## src/rtl/gpio_page_pkg.sv

```systemverilog
/*
  Constants for the general pin block: register offsets, reset values, widths.
  Assumes a simple byte-wide register port with 10-bit addresses.
*/
// Function
// - Direction clear and function zero: pin is input, sampled level shown in input value.
// - Direction set and function zero: pin drives the output value bit.
// - Setting hold bit freezes the input value bit at its last sampled level while set.
// - Hold bit clear: input value bit follows the pin level while direction is clear and function is zero.
// - Page select is an unsigned 8-bit number naming the serial-bus page.
// - Function select zero is the only mode where direction and value bits govern.
`default_nettype none
package gpio_page_pkg;
  localparam int ADDR_W = 10;
  localparam int DATA_W = 8;
  localparam int PIN_N = 7;
  localparam int FUNC_W = 8;
  localparam logic [ADDR_W-1:0] FUNC_PIN0_OFS = 10'h260;
  localparam logic [ADDR_W-1:0] PIN_INPUT_VALUE_OFS = 10'h276;
  localparam logic [ADDR_W-1:0] PIN_OUTPUT_VALUE_OFS = 10'h278;
  localparam logic [ADDR_W-1:0] PIN_DIRECTION_CONTROL_OFS = 10'h27a;
  localparam logic [ADDR_W-1:0] PIN_INPUT_HOLD_OFS = 10'h27c;
  localparam logic [ADDR_W-1:0] REGISTER_PAGE_SELECT_OFS = 10'h27f;
  localparam logic [DATA_W-1:0] REG_RESET = 8'h00;
  localparam logic [FUNC_W-1:0] FUNC_CONTROL_ZERO = 8'h00;
endpackage : gpio_page_pkg
`default_nettype wire

```

## src/rtl/gpio_direction_latch_page.sv

```systemverilog
/*
  Seven general pins with direction, output value, input hold and page select.
  Assumes a synchronous byte register port on the same clock; pins are async.
*/
`default_nettype none
module gpio_direction_latch_page (
  // Clock and reset
  input wire logic clock,
  input wire logic rst_b,
  // Register port
  input wire logic reg_wr,
  input wire logic reg_rd,
  input wire logic [gpio_page_pkg::ADDR_W-1:0] reg_addr,
  input wire logic [gpio_page_pkg::DATA_W-1:0] reg_wdata,
  output logic [gpio_page_pkg::DATA_W-1:0] reg_rdata,
  // Per-pin function selects from the routing table
  input wire logic [gpio_page_pkg::PIN_N*gpio_page_pkg::FUNC_W-1:0] pin_function_select,
  // Pins
  input wire logic [gpio_page_pkg::PIN_N-1:0] pin_in,
  output logic [gpio_page_pkg::PIN_N-1:0] pin_out,
  output logic [gpio_page_pkg::PIN_N-1:0] pin_oe,
  // Page for serial-bus access
  output logic [gpio_page_pkg::DATA_W-1:0] page_select
);
  import gpio_page_pkg::*;

  logic [PIN_N-1:0] sync1_reg;
  logic [PIN_N-1:0] sync2_reg;
  logic [PIN_N-1:0] in_value_reg;
  logic [PIN_N-1:0] in_value_next;
  logic [PIN_N-1:0] out_value_reg;
  logic [PIN_N-1:0] direction_reg;
  logic [PIN_N-1:0] hold_reg;
  logic [DATA_W-1:0] page_reg;
  logic [PIN_N-1:0] func_zero;
  logic [PIN_N-1:0] drive_next;
  logic [DATA_W-1:0] rdata_next;

  wire wr_out = reg_wr && (reg_addr == PIN_OUTPUT_VALUE_OFS);
  wire wr_dir = reg_wr && (reg_addr == PIN_DIRECTION_CONTROL_OFS);
  wire wr_hold = reg_wr && (reg_addr == PIN_INPUT_HOLD_OFS);
  wire wr_page = reg_wr && (reg_addr == REGISTER_PAGE_SELECT_OFS);

  genvar g;
  generate
    for (g = 0; g < PIN_N; g++) begin : g_pin
      assign func_zero[g] =
        (pin_function_select[g*FUNC_W +: FUNC_W] == FUNC_CONTROL_ZERO);
      assign drive_next[g] = func_zero[g] && direction_reg[g];
      // Held bit keeps its value; otherwise follows the pin while it is an input
      assign in_value_next[g] = hold_reg[g] ? in_value_reg[g] :
        ((func_zero[g] && !direction_reg[g]) ? sync2_reg[g] : in_value_reg[g]);
    end
  endgenerate

  // Bit 7 of the four pin registers is never stored, so it reads back as zero; page select keeps all 8 bits
  assign rdata_next =
    (reg_addr == PIN_INPUT_VALUE_OFS) ? {1'b0, in_value_reg} :
    (reg_addr == PIN_OUTPUT_VALUE_OFS) ? {1'b0, out_value_reg} :
    (reg_addr == PIN_DIRECTION_CONTROL_OFS) ? {1'b0, direction_reg} :
    (reg_addr == PIN_INPUT_HOLD_OFS) ? {1'b0, hold_reg} :
    (reg_addr == REGISTER_PAGE_SELECT_OFS) ? page_reg : REG_RESET;

  // Pins are asynchronous: two flops before use
  always_ff @(posedge clock or negedge rst_b) begin
    if (!rst_b) begin
      sync1_reg <= '0;
      sync2_reg <= '0;
    end else begin
      sync1_reg <= pin_in;
      sync2_reg <= sync1_reg;
    end
  end

  always_ff @(posedge clock or negedge rst_b) begin
    if (!rst_b) begin
      out_value_reg <= '0;
      direction_reg <= '0;
      hold_reg <= '0;
      page_reg <= REG_RESET;
    end else begin
      if (wr_out) out_value_reg <= reg_wdata[PIN_N-1:0];
      if (wr_dir) direction_reg <= reg_wdata[PIN_N-1:0];
      if (wr_hold) hold_reg <= reg_wdata[PIN_N-1:0];
      if (wr_page) page_reg <= reg_wdata;
    end
  end

  always_ff @(posedge clock or negedge rst_b) begin
    if (!rst_b) begin
      in_value_reg <= '0;
      pin_out <= '0;
      pin_oe <= '0;
      reg_rdata <= REG_RESET;
    end else begin
      in_value_reg <= in_value_next;
      pin_oe <= drive_next;
      pin_out <= out_value_reg & drive_next;
      if (reg_rd) reg_rdata <= rdata_next;
    end
  end

  assign page_select = page_reg;

endmodule : gpio_direction_latch_page
`default_nettype wire

```

## config.mk

```make
export PLATFORM = sky130hd
export DESIGN_NAME = gpio_direction_latch_page
export DESIGN_NICKNAME = d
export VERILOG_FILES = /design/src/rtl/gpio_page_pkg.sv /design/src/rtl/gpio_direction_latch_page.sv
export SDC_FILE = /design/constraint.sdc
export NUM_CORES = 1
export LEC_CHECK = 0
export BUFFER_PORTS_ARGS = -buffer_cell sky130_fd_sc_hd__buf_2
export CAP_MARGIN = 30
export CELL_PAD_IN_SITES_DETAIL_PLACEMENT = 1
export CELL_PAD_IN_SITES_GLOBAL_PLACEMENT = 1
export CORE_ASPECT_RATIO = 1.75
export CORE_MARGIN = 3
export CORE_UTILIZATION = 41
export CTS_CLUSTER_DIAMETER = 100
export DETAILED_ROUTE_END_ITERATION = 6
export GPL_ROUTABILITY_DRIVEN = 1
export PLACE_DENSITY_LB_ADDON = 0.08
export SKIP_LAST_GASP = 1
export SLEW_MARGIN = 30
export SYNTH_ARGS = -nofsm -noshare
export SYNTH_HDL_FRONTEND = slang
export SYNTH_SLANG_ARGS = --single-unit
```

## constraint.sdc

```tcl
create_clock -name clock -period 2.1 [get_ports clock]
set_input_delay 0.315 -clock clock [delete_from_list [all_inputs] [get_ports clock]]
set_output_delay 0.315 -clock clock [all_outputs]
set_load 0.02 [all_outputs]
```

==> results of run 1 <==
## per-layer routing
layer | vias to the layer above | share of wire | routed length [um] | global-route usage
li1 | 1170 | - | - | -
met1 | 1282 | 0.37 | 3171 | 0.2346
met2 | 94 | 0.55 | 4771 | 0.3894
met3 | 17 | 0.052 | 449 | 0.04046
met4 | 0 | 0.029 | 254 | 0.1129
met5 | - | 0 | 0 | 0
## cell families after synthesis
| group | after synthesis | synth area share |
|---|---|---|
| flops | 72 | 0.5760 |
| simple gates | 105 | 0.2188 |
| mux | 36 | 0.1308 |
| compound gates | 23 | 0.05520 |
| buf+inv | 12 | 0.01920 |
## worst max-delay path: cells and delay by family
kind                   cells  cell delay (ns)
buffers and inverters      1             0.10
multiplexers               1             0.40
AND/OR/NAND/NOR            3             1.02
## cells in the mapped netlist
library cell	number
clkbuf_2	1
nor3b_2	2
dfrtp_1	72
nor2_1	9
o311ai_0	5
nor3b_1	7
nor3b_4	1
nand3_1	2
nor4_1	14
and2_0	5
and3_1	15
o21ai_0	7
clkbuf_1	5
o311ai_1	1
inv_1	2
nand2_1	18
nor2b_1	2
nand4b_4	1
o22ai_1	1
nor3_1	6
nor2b_2	1
buf_2	2
buf_6	1
nand4_2	2
buf_4	1
and2_1	9
mux2_2	35
nand2b_1	2
mux2_4	1
nand3b_1	7
a221oi_1	7
a31o_2	1
nand4_4	2
o41ai_1	1
## power by group through the flow
stage	sequential (mW)	combinational (mW)	clock, mW
final	1.45	0.248	1.31
after global routing	1.45	0.278	1.41
after global placement	1.47	0.243	0
after CTS	1.45	0.255	1.34
after floorplan	1.48	0.0835	0
after detailed placement	1.47	0.251	0
## worst paths after layout
kind | cells after the start | startpoint | to
worst min-delay path | 1 | pin_in[5] | sync1_reg[5]$_DFF_PN0_
worst min register to register | 0 | sync1_reg[2]$_DFF_PN0_ | sync2_reg[2]$_DFF_PN0_
min in group asynchronous | 2 | rst_b | sync2_reg[2]$_DFF_PN0_
worst max-delay path | 5 | reg_addr[8] | page_select[4]$_DFFE_PN0P_
worst max register to register | 4 | hold_reg[6]$_DFFE_PN0P_ | reg_rdata[6]$_DFFE_PN0P_
max in group asynchronous | 3 | rst_b | page_select[6]$_DFFE_PN0P_
## what timing repair did
action                                 in CTS  in global routing
endpoints found under the hold margin      36                  0
setup endpoints to repair                   0                  0
buffers inserted                            0                  0
hold buffers                                1                  0
## final cells by class
cell class	count	area, um^2
sequential	72	1802
timing repair buffer	124	663.1
inverter	2	7.507
multi-input combinational	164	1266
fill	826	3241
clock buffer	14	244.0
clock inverter	1	5.005
tap	86	107.6
==> flow_summary.json, run 1 <==
{
  "rsz0062_at_grt": "false",
  "worstPathMaxFanout": 8,
  "cpMaxStageDelayCell": "nor3b_4",
  "worst_slack_ns": 0.4699,
  "drtIter0Drc": 96,
  "cts_num_sinks": 72,
  "ys_seq_area_frac": 0.5760,
  "worstPathRequired_ns": 2.31,
  "finalNonFillerCells": 463,
  "post_cts_resized": 0,
  "power.total_mw": 3.004,
  "seqPwrFrac": 0.483,
  "p_sw_frac": 0.2230,
  "antenna_found_initial": 0,
  "wl_um": 8646,
  "power_density_nw_per_um2": 733.6,
  "path_cells": "buf_2 > nand4b_4 > nor3b_4 > nand4_2 > mux2_2",
  "final_cell_mix": "buf_2, dfrtp_1, mux2_2",
  "syn_area_per_cell_um2": 12.61,
  "drc": 0,
  "slew_headroom": 0.6529,
  "crit_path_end_kind": "flip-flop",
  "finClkSkew_ns": 0.002961,
  "diodes": 0,
  "yosysWarningCount": 0,
  "cts_buffer_depth": 2,
  "start_util": 0.4264,
  "p_int_mw": 2.334,
  "io_pins": 115,
  "setup_violations": 0,
  "port_buffers": 114,
  "timing.hold.ws_ns": 0.08844,
  "postRouteAntennaNets": 0,
  "gp_congestion": 0.7846,
  "route.vias.total": 2563,
  "placed_area_um2": 3836,
  "fp.coreArea_um2": 7336,
  "fin_area_um2": 4095,
  "cellLeakagePower_nw": 2.138,
  "synth_area_um2": 3128,
  "htreeDepth": 3,
  "status": "complete, no violations",
  "grt_pass1_vias": 2824,
  "place_inst": 447,
  "dp_hpwl_um": 6562,
  "clk_pin_slew_worst_paths_ns": 0.05,
  "first_pass_iters": 4,
  "yosys-top-cells-area": "dfrtp_1, mux2_2, and3_1",
  "peakVddDrop_v": 0.0006122,
  "slowest_delay_ns": 0.46,
  "fin_util": 0.5582,
  "final_nets": 458,
  "min_period_ns": 1.630,
  "ys_seq_elements": 72,
  "synth_largest_area_cell": "dfrtp_1",
  "crit_type": "primary input to flip-flop",
  "post_drt_wl_per_cell_um": 18.67,
  "arrival_ns": 1.84,
  "die_h_um": 121.5,
  "hold_viol_final": 0,
  "cp-start-kind": "primary input",
  "dieWidth_um": 72.03,
  "fin_setup_tns_ns": 0,
  "hp-class": "primary input to flip-flop",
  "clock.fmax_mhz": 613.5,
  "cts_tree": "yes",
  "syn_nets": 333,
  "p_clk_frac": 0.434,
  "grt_max_degree": 39,
  "areaGrowthSynthToFinish_pct": 30.92,
  "synth.distinct_cells": 34,
  "design.die.area_um2": 8754,
  "post-route-period-util": 0.7762,
  "tightest_slew_ns": 0.5207,
  "root_buffer": "clkbuf_16",
  "grt_pass1_wl_um": 13940,
  "drive_gt1_frac": 0.4748,
  "synth_top_area_share": 0.5760,
  "ff2ff_setup_slack_ns": 0.80,
  "pre_cts_ws_ns": 0.1088,
  "num_rows": 41,
  "postSynthCellCount": 248,
  "combPwrFrac": 0.083,
  "gr-usage-all-layers": 0.2160,
  "cts_buffers": 9,
  "globalRouteOverflowTotal": 0,
  "drv_cap": 0,
  "insertion_delay_ns": 0.33,
  "slew_viol_final": 0,
  "drt-vias-per-instance": 5.536,
  "final_common_cell": "buf_2",
  "switching_power_mw": 0.6699
}
No activity file was read; power rests on OpenSTA's default activity.
==> inputs of run 2 (changes only) <==
--- a/config.mk
+++ b/config.mk
@@ -5,13 +5,14 @@
 export SDC_FILE = /design/constraint.sdc
 export NUM_CORES = 1
 export LEC_CHECK = 0
+export ABC_AREA = 1
 export BUFFER_PORTS_ARGS = -buffer_cell sky130_fd_sc_hd__buf_2
 export CAP_MARGIN = 30
 export CELL_PAD_IN_SITES_DETAIL_PLACEMENT = 1
 export CELL_PAD_IN_SITES_GLOBAL_PLACEMENT = 1
 export CORE_ASPECT_RATIO = 1.75
 export CORE_MARGIN = 3
-export CORE_UTILIZATION = 41
+export CORE_UTILIZATION = 36
 export CTS_CLUSTER_DIAMETER = 100
 export DETAILED_ROUTE_END_ITERATION = 6
 export GPL_ROUTABILITY_DRIVEN = 1
==> constraint.sdc (replaced) <==
create_clock -name clock -period 1.6 [get_ports clock]
set_input_delay 0.24 -clock clock [delete_from_list [all_inputs] [get_ports clock]]
set_output_delay 0.24 -clock clock [all_outputs]
set_load 0.02 [all_outputs]
==> flow_summary.json, run 2 <==
{
  "hp-class": "primary input to flip-flop",
  "die_h_um": 131.1,
  "yosysWarningCount": 0,
  "setup_violations": 0,
  "synthTopCellsByCount": "nand2_1, dfrtp_1, nor2_1",
  "crit_type": "primary input to flip-flop",
  "gp_congestion": 0.8303,
  "drc": 0,
  "hold_path_depth": 1,
  "areaGrowthSynthToFinish_pct": 34.40,
  "rsz0062_at_grt": "false",
  "drive_gt1_frac": 0.3294,
  "crit_path_end_kind": "flip-flop",
  "grt_pass1_vias": 3167,
  "dieWidth_um": 77.49,
  "power.total_mw": 4.242,
  "ff2ff_setup_slack_ns": 0.61,
  "cts_setup_buffers": 0,
  "r2r-end": "reg_rdata[3]$_DFFE_PN0P_",
  "syn_nets": 459,
  "cpMaxStageDelayCell": "nor3_2",
  "yosys-top-cells-area": "dfrtp_1, nand2_1, nor2_1",
  "ys_seq_area_frac": 0.5597,
  "synthFlopType": "dfrtp_1",
  "grt_pass1_wl_um": 15070,
  "first_pass_iters": 4,
  "final_cell_mix": "buf_2, nand2_1, dfrtp_1",
  "path_cells": "buf_2 > inv_2 > nand2_2 > nor3_2 > o2111ai_1 > nand2_1 > nand2_1 > nand2_1 > nand2_1",
  "worst-path-buf-inv": 2,
  "tightest_slew_ns": 0.6353,
  "cp-start-kind": "primary input",
  "globalRouteOverflowTotal": 0,
  "htreeDepth": 3,
  "worstHoldStart": "pin_in[6]",
  "seqCellArea_um2": 1802,
  "synth_area_um2": 3219,
  "cts_buffers": 9,
  "num_rows": 45,
  "design.die.area_um2": 10160,
  "worst_slack_ns": 0.3206,
  "status": "complete, no violations",
  "worstPathMaxFanout": 6,
  "final_nets": 590,
  "critical-path-top-delay-family": "simple AND/OR/NAND/NOR gates",
  "fin_setup_tns_ns": 0,
  "route.vias.total": 3046,
  "slowest_delay_ns": 0.51,
  "fin_util": 0.4990,
  "hold-path-endpoint": "sync1_reg[6]$_DFF_PN0_",
  "clock.fmax_mhz": 781.6,
  "critPathLaunch": "reg_addr[8]",
  "post-route-period-util": 0.7996,
  "grt_max_degree": 73,
  "port_buffers": 114,
  "pre_cts_ws_ns": 0.002662,
  "cts_tree": "yes",
  "insertion_delay_ns": 0.33,
  "synth_top_area_share": 0.5597,
  "placed_area_um2": 3979,
  "post_cts_resized": 0,
  "power_density_nw_per_um2": 980.4,
  "synth_largest_area_cell": "dfrtp_1",
  "crit_top_cell": "nand2_1",
  "antenna_found_initial": 0,
  "start_util": 0.3713,
  "syn_area_per_cell_um2": 8.608,
  "post_drt_wl_per_cell_um": 15.07,
  "reg2reg_from": "direction_reg[3]$_DFFE_PN0P_",
  "min_period_ns": 1.279,
  "post-synth-top-count-cell": "nand2_1",
  "wl_um": 9446,
  "synth_edf_count": 0,
  "cts_buffer_depth": 2,
  "worstPathRequired_ns": 1.83,
  "slew_headroom": 0.5742,
  "cts_num_sinks": 72,
  "reg2reg_depth": 6,
  "gr-usage-all-layers": 0.1940,
  "slew_viol_final": 0,
  "drv_cap": 0,
  "drtIter0Drc": 132,
  "peakVddDrop_v": 0.0005285,
  "hold_viol_final": 0,
  "io_pins": 115,
  "finClkSkew_ns": 0.005664,
  "synthArstFlopShare": 1.000,
  "arrival_ns": 1.51,
  "cellLeakagePower_nw": 2.313,
  "postSynthCellCount": 374,
  "diodes": 0,
  "drt-vias-per-instance": 4.858,
  "clk_pin_slew_worst_paths_ns": 0.06,
  "multi_input_area_um2": 1185,
  "fp.coreArea_um2": 8671,
  "nFillCells": 1114,
  "synth.distinct_cells": 25,
  "final_common_cell": "buf_2",
  "fin_area_um2": 4327,
  "dp_hpwl_um": 6937,
  "postRouteAntennaNets": 0,
  "root_buffer": "clkbuf_16",
  "ys_seq_elements": 72
}
run 2: cell count changes after synthesis, sizes merged, moves of 11 or more:
cell   previous run  this run
o21ai             7        28
nand4             4        16
mux2             36         0
and2             14         0
and3             15         1
nand3             2        13
a21oi             0        19
nor2              9        49
inv               2        48
nand2            18        99
run 2: report_power, final:
group	switching (mW)	internal [mW]	total (mW)
combinational	0.175	0.124	0.299
clock	0.771	1.29	2.06
sequential	0.0210	1.87	1.89
run 2: worst max-delay path by stage:
stage,cells past startpoint,slack [ns],to
after global routing,9,0.14,reg_rdata[1]$_DFFE_PN0P_
after detailed placement,9,0.003,reg_rdata[1]$_DFFE_PN0P_
final,9,0.32,reg_rdata[0]$_DFFE_PN0P_
after global placement,9,0.03,reg_rdata[0]$_DFFE_PN0P_
after floorplan,9,0.33,out_value_reg[4]$_DFFE_PN0P_
after CTS,9,0.35,reg_rdata[1]$_DFFE_PN0P_
run 2: cell families after synthesis:
| family | after synthesis | share of synthesized area |
|---|---|---|
| AND/OR/NAND/NOR | 191 | 0.2686 |
| flip-flops | 72 | 0.5597 |
| buffers and inverters | 57 | 0.07229 |
| AO/OA/AOI/OAI | 54 | 0.09950 |
run 2: layout make-up:
class	instances	area share
sequential	72	0.4164
multi-input combinational	245	0.2739
timing repair buffer	129	0.1631
clock buffer	11	0.05842
inverter	48	0.04164
tap	117	0.03383
clock inverter	5	0.01272
run 2: timing repair:
item / in CTS / in global routing
hold buffers: 4 / 0
setup endpoints to repair: 0 / 0
hold endpoints to repair: 75 / 0
run 2: routing by layer:
metal  GRT usage  part of all wire  up-vias
li1            -                 -     1468
met5           0                 0        -
met3     0.04514             0.048       16
met4     0.08281             0.030        0
met1      0.2109              0.38     1468
met2      0.3591              0.54       94
run 2: per-stage QoR:
| step | hold slack (ns) | cells |
|---|---|---|
| 4_1_cts | 0.0002615 | 627 |
| 6_report | 0.008398 | 627 |
| 3_3_place_gp | 0.2996 | 607 |
| 2_1_floorplan | -0.05559 | 374 |
| 3_5_place_dp | 0.3071 | 607 |
| 5_1_grt | 0.0003451 | 627 |
==> inputs of run 3 (changes only) <==
--- a/config.mk
+++ b/config.mk
@@ -12,7 +12,7 @@
 export CELL_PAD_IN_SITES_GLOBAL_PLACEMENT = 1
 export CORE_ASPECT_RATIO = 1.75
 export CORE_MARGIN = 3
-export CORE_UTILIZATION = 36
+export CORE_UTILIZATION = 32
 export CTS_CLUSTER_DIAMETER = 100
 export DETAILED_ROUTE_END_ITERATION = 6
 export GPL_ROUTABILITY_DRIVEN = 1
==> constraint.sdc (replaced) <==
create_clock -name clock -period 1.04 [get_ports clock]
set_input_delay 0.156 -clock clock [delete_from_list [all_inputs] [get_ports clock]]
set_output_delay 0.156 -clock clock [all_outputs]
set_load 0.02 [all_outputs]
==> flow_summary.json, run 3 (synthesized netlist as in run 2, its figures left out) <==
{
  "cp-start-kind": "flip-flop",
  "failed_checks": "negative setup slack",
  "pre_cts_ws_ns": -0.3117,
  "cts_buffer_depth": 2,
  "design.die.area_um2": 11350,
  "root_buffer": "clkbuf_16",
  "htreeDepth": 3,
  "placed_area_um2": 4238,
  "diodes": 0,
  "dieWidth_um": 81.82,
  "cpMaxStageDelayCell": "dfrtp_1",
  "fin_area_um2": 5050,
  "num_rows": 47,
  "finClkSkew_ns": 0.004727,
  "port_buffers": 114,
  "grt_pass1_vias": 3487,
  "fp.coreArea_um2": 9644,
  "min_period_ns": 1.115,
  "timing.hold.ws_ns": 0.07317,
  "place_inst": 629,
  "postRouteAntennaNets": 0,
  "io_pins": 115,
  "cellLeakagePower_nw": 2.639,
  "crit_type": "flip-flop to primary output",
  "nFillCells": 1172,
  "cts_tree": "yes",
  "clock.fmax_mhz": 896.7,
  "worst_slack_ns": -0.07523,
  "worstPathRequired_ns": 0.88,
  "setup_violations": 3,
  "crit_path_end_kind": "primary output",
  "hp-class": "primary input to flip-flop",
  "worstPathMaxFanout": 2,
  "multi_input_area_um2": 1267,
  "cts_num_sinks": 72,
  "antenna_found_initial": 0,
  "reg2reg_depth": 7,
  "wl_um": 10160,
  "power_density_nw_per_um2": 1354,
  "final_cell_mix": "buf_2, nand2_1, dfrtp_1",
  "rsz0062_at_grt": "true",
  "cts_buffers": 9,
  "hold_viol_final": 0,
  "fin_util": 0.5236,
  "drv_cap": 0,
  "critPathLaunch": "page_select[6]$_DFFE_PN0P_",
  "dp_hpwl_um": 7437,
  "start_util": 0.3338,
  "clk_pin_slew_worst_paths_ns": 0.06,
  "post-route-period-util": 1.072,
  "arrival_ns": 0.96,
  "power.total_mw": 6.839,
  "slew_headroom": 0.7863,
  "final_nets": 632,
  "grt_max_degree": 30,
  "route.vias.total": 3243,
  "fin_setup_tns_ns": -0.1487,
  "worst-path-buf-inv": 2,
  "die_h_um": 138.7,
  "finalNonFillerCells": 674,
  "areaGrowthSynthToFinish_pct": 56.86,
  "path_cells": "buf_6 > buf_6",
  "reg2reg_from": "page_select[6]$_DFFE_PN0P_",
  "post_drt_wl_per_cell_um": 15.08,
  "worstHoldStart": "reg_wdata[7]",
  "gr-usage-all-layers": 0.1866,
  "drt-vias-per-instance": 4.812,
  "slowest_delay_ns": 0.39,
  "critical-path-top-delay-family": "flip-flops",
  "gp_congestion": 0.8103,
  "first_pass_iters": 5,
  "drtIter0Drc": 116,
  "slew_viol_final": 0,
  "cp.depth": 2,
  "drive_gt1_frac": 0.4058,
  "drc": 0,
  "tightest_slew_ns": 0.3205,
  "insertion_delay_ns": 0.33,
  "final_common_cell": "buf_2",
  "grt_pass1_wl_um": 16320,
  "seqCellArea_um2": 1802,
  "hold_path_depth": 3,
  "crit_top_cell": "buf_6",
  "status": "complete, but fails checks",
  "peakVddDrop_v": 0.0008216,
  "globalRouteOverflowTotal": 0
}
## run 3: timing repair
item,in CTS,in global routing
hold endpoints to repair,15,0
pin swaps,0,13
hold buffers,8,0
cloned,0,3
setup buffers,10,8
resized for setup,19,42
endpoints found under the setup margin,12,42
## run 3: worst register-to-register path, stage by stage, from the launching register on
cell and delay (ns):
dfrtp_1 0.39, buf_4 0.15, nand4_1 0.08, nand2_1 0.07
nor2_1 0.09, nand3_1 0.08, nand2_1 0.08, nand2_1 0.05
## run 3: path summary, 6_finish.rpt
| check | end | slack (ns) |
|---|---|---|
| max reg2reg | reg_rdata[6]$_DFFE_PN0P_ | -0.06 |
| min | page_select[7]$_DFFE_PN0P_ | 0.07 |
| max | page_select[6] | -0.08 |
| min in group asynchronous | hold_reg[2]$_DFFE_PN0P_ | 0.25 |
| max in group asynchronous | in_value_reg[4]$_DFFE_PN0P_ | 0.33 |
| min reg2reg | sync2_reg[4]$_DFF_PN0_ | 0.35 |
## run 3: metal layers
layer	wire, um	global-route usage
met4	308	0.07706
met2	5766	0.3433
met5	0	0
met3	504	0.03641
met1	3582	0.1984
## run 3: cell type report
class	instances	share of cell area
sequential	72	0.3568
clock buffer	10	0.04732
tap	122	0.03023
timing repair buffer	171	0.2572
inverter	48	0.03915
clock inverter	6	0.01833
multi-input combinational	245	0.2510
## run 3: power by group
| part | leakage [nW] | internal [mW] | total [mW] | switching (mW) |
|---|---|---|---|---|
| Clock | 0.155 | 2.17 | 3.35 | 1.18 |
| Combinational | 1.54 | 0.276 | 0.580 | 0.304 |
| Sequential | 0.944 | 2.87 | 2.91 | 0.0361 |
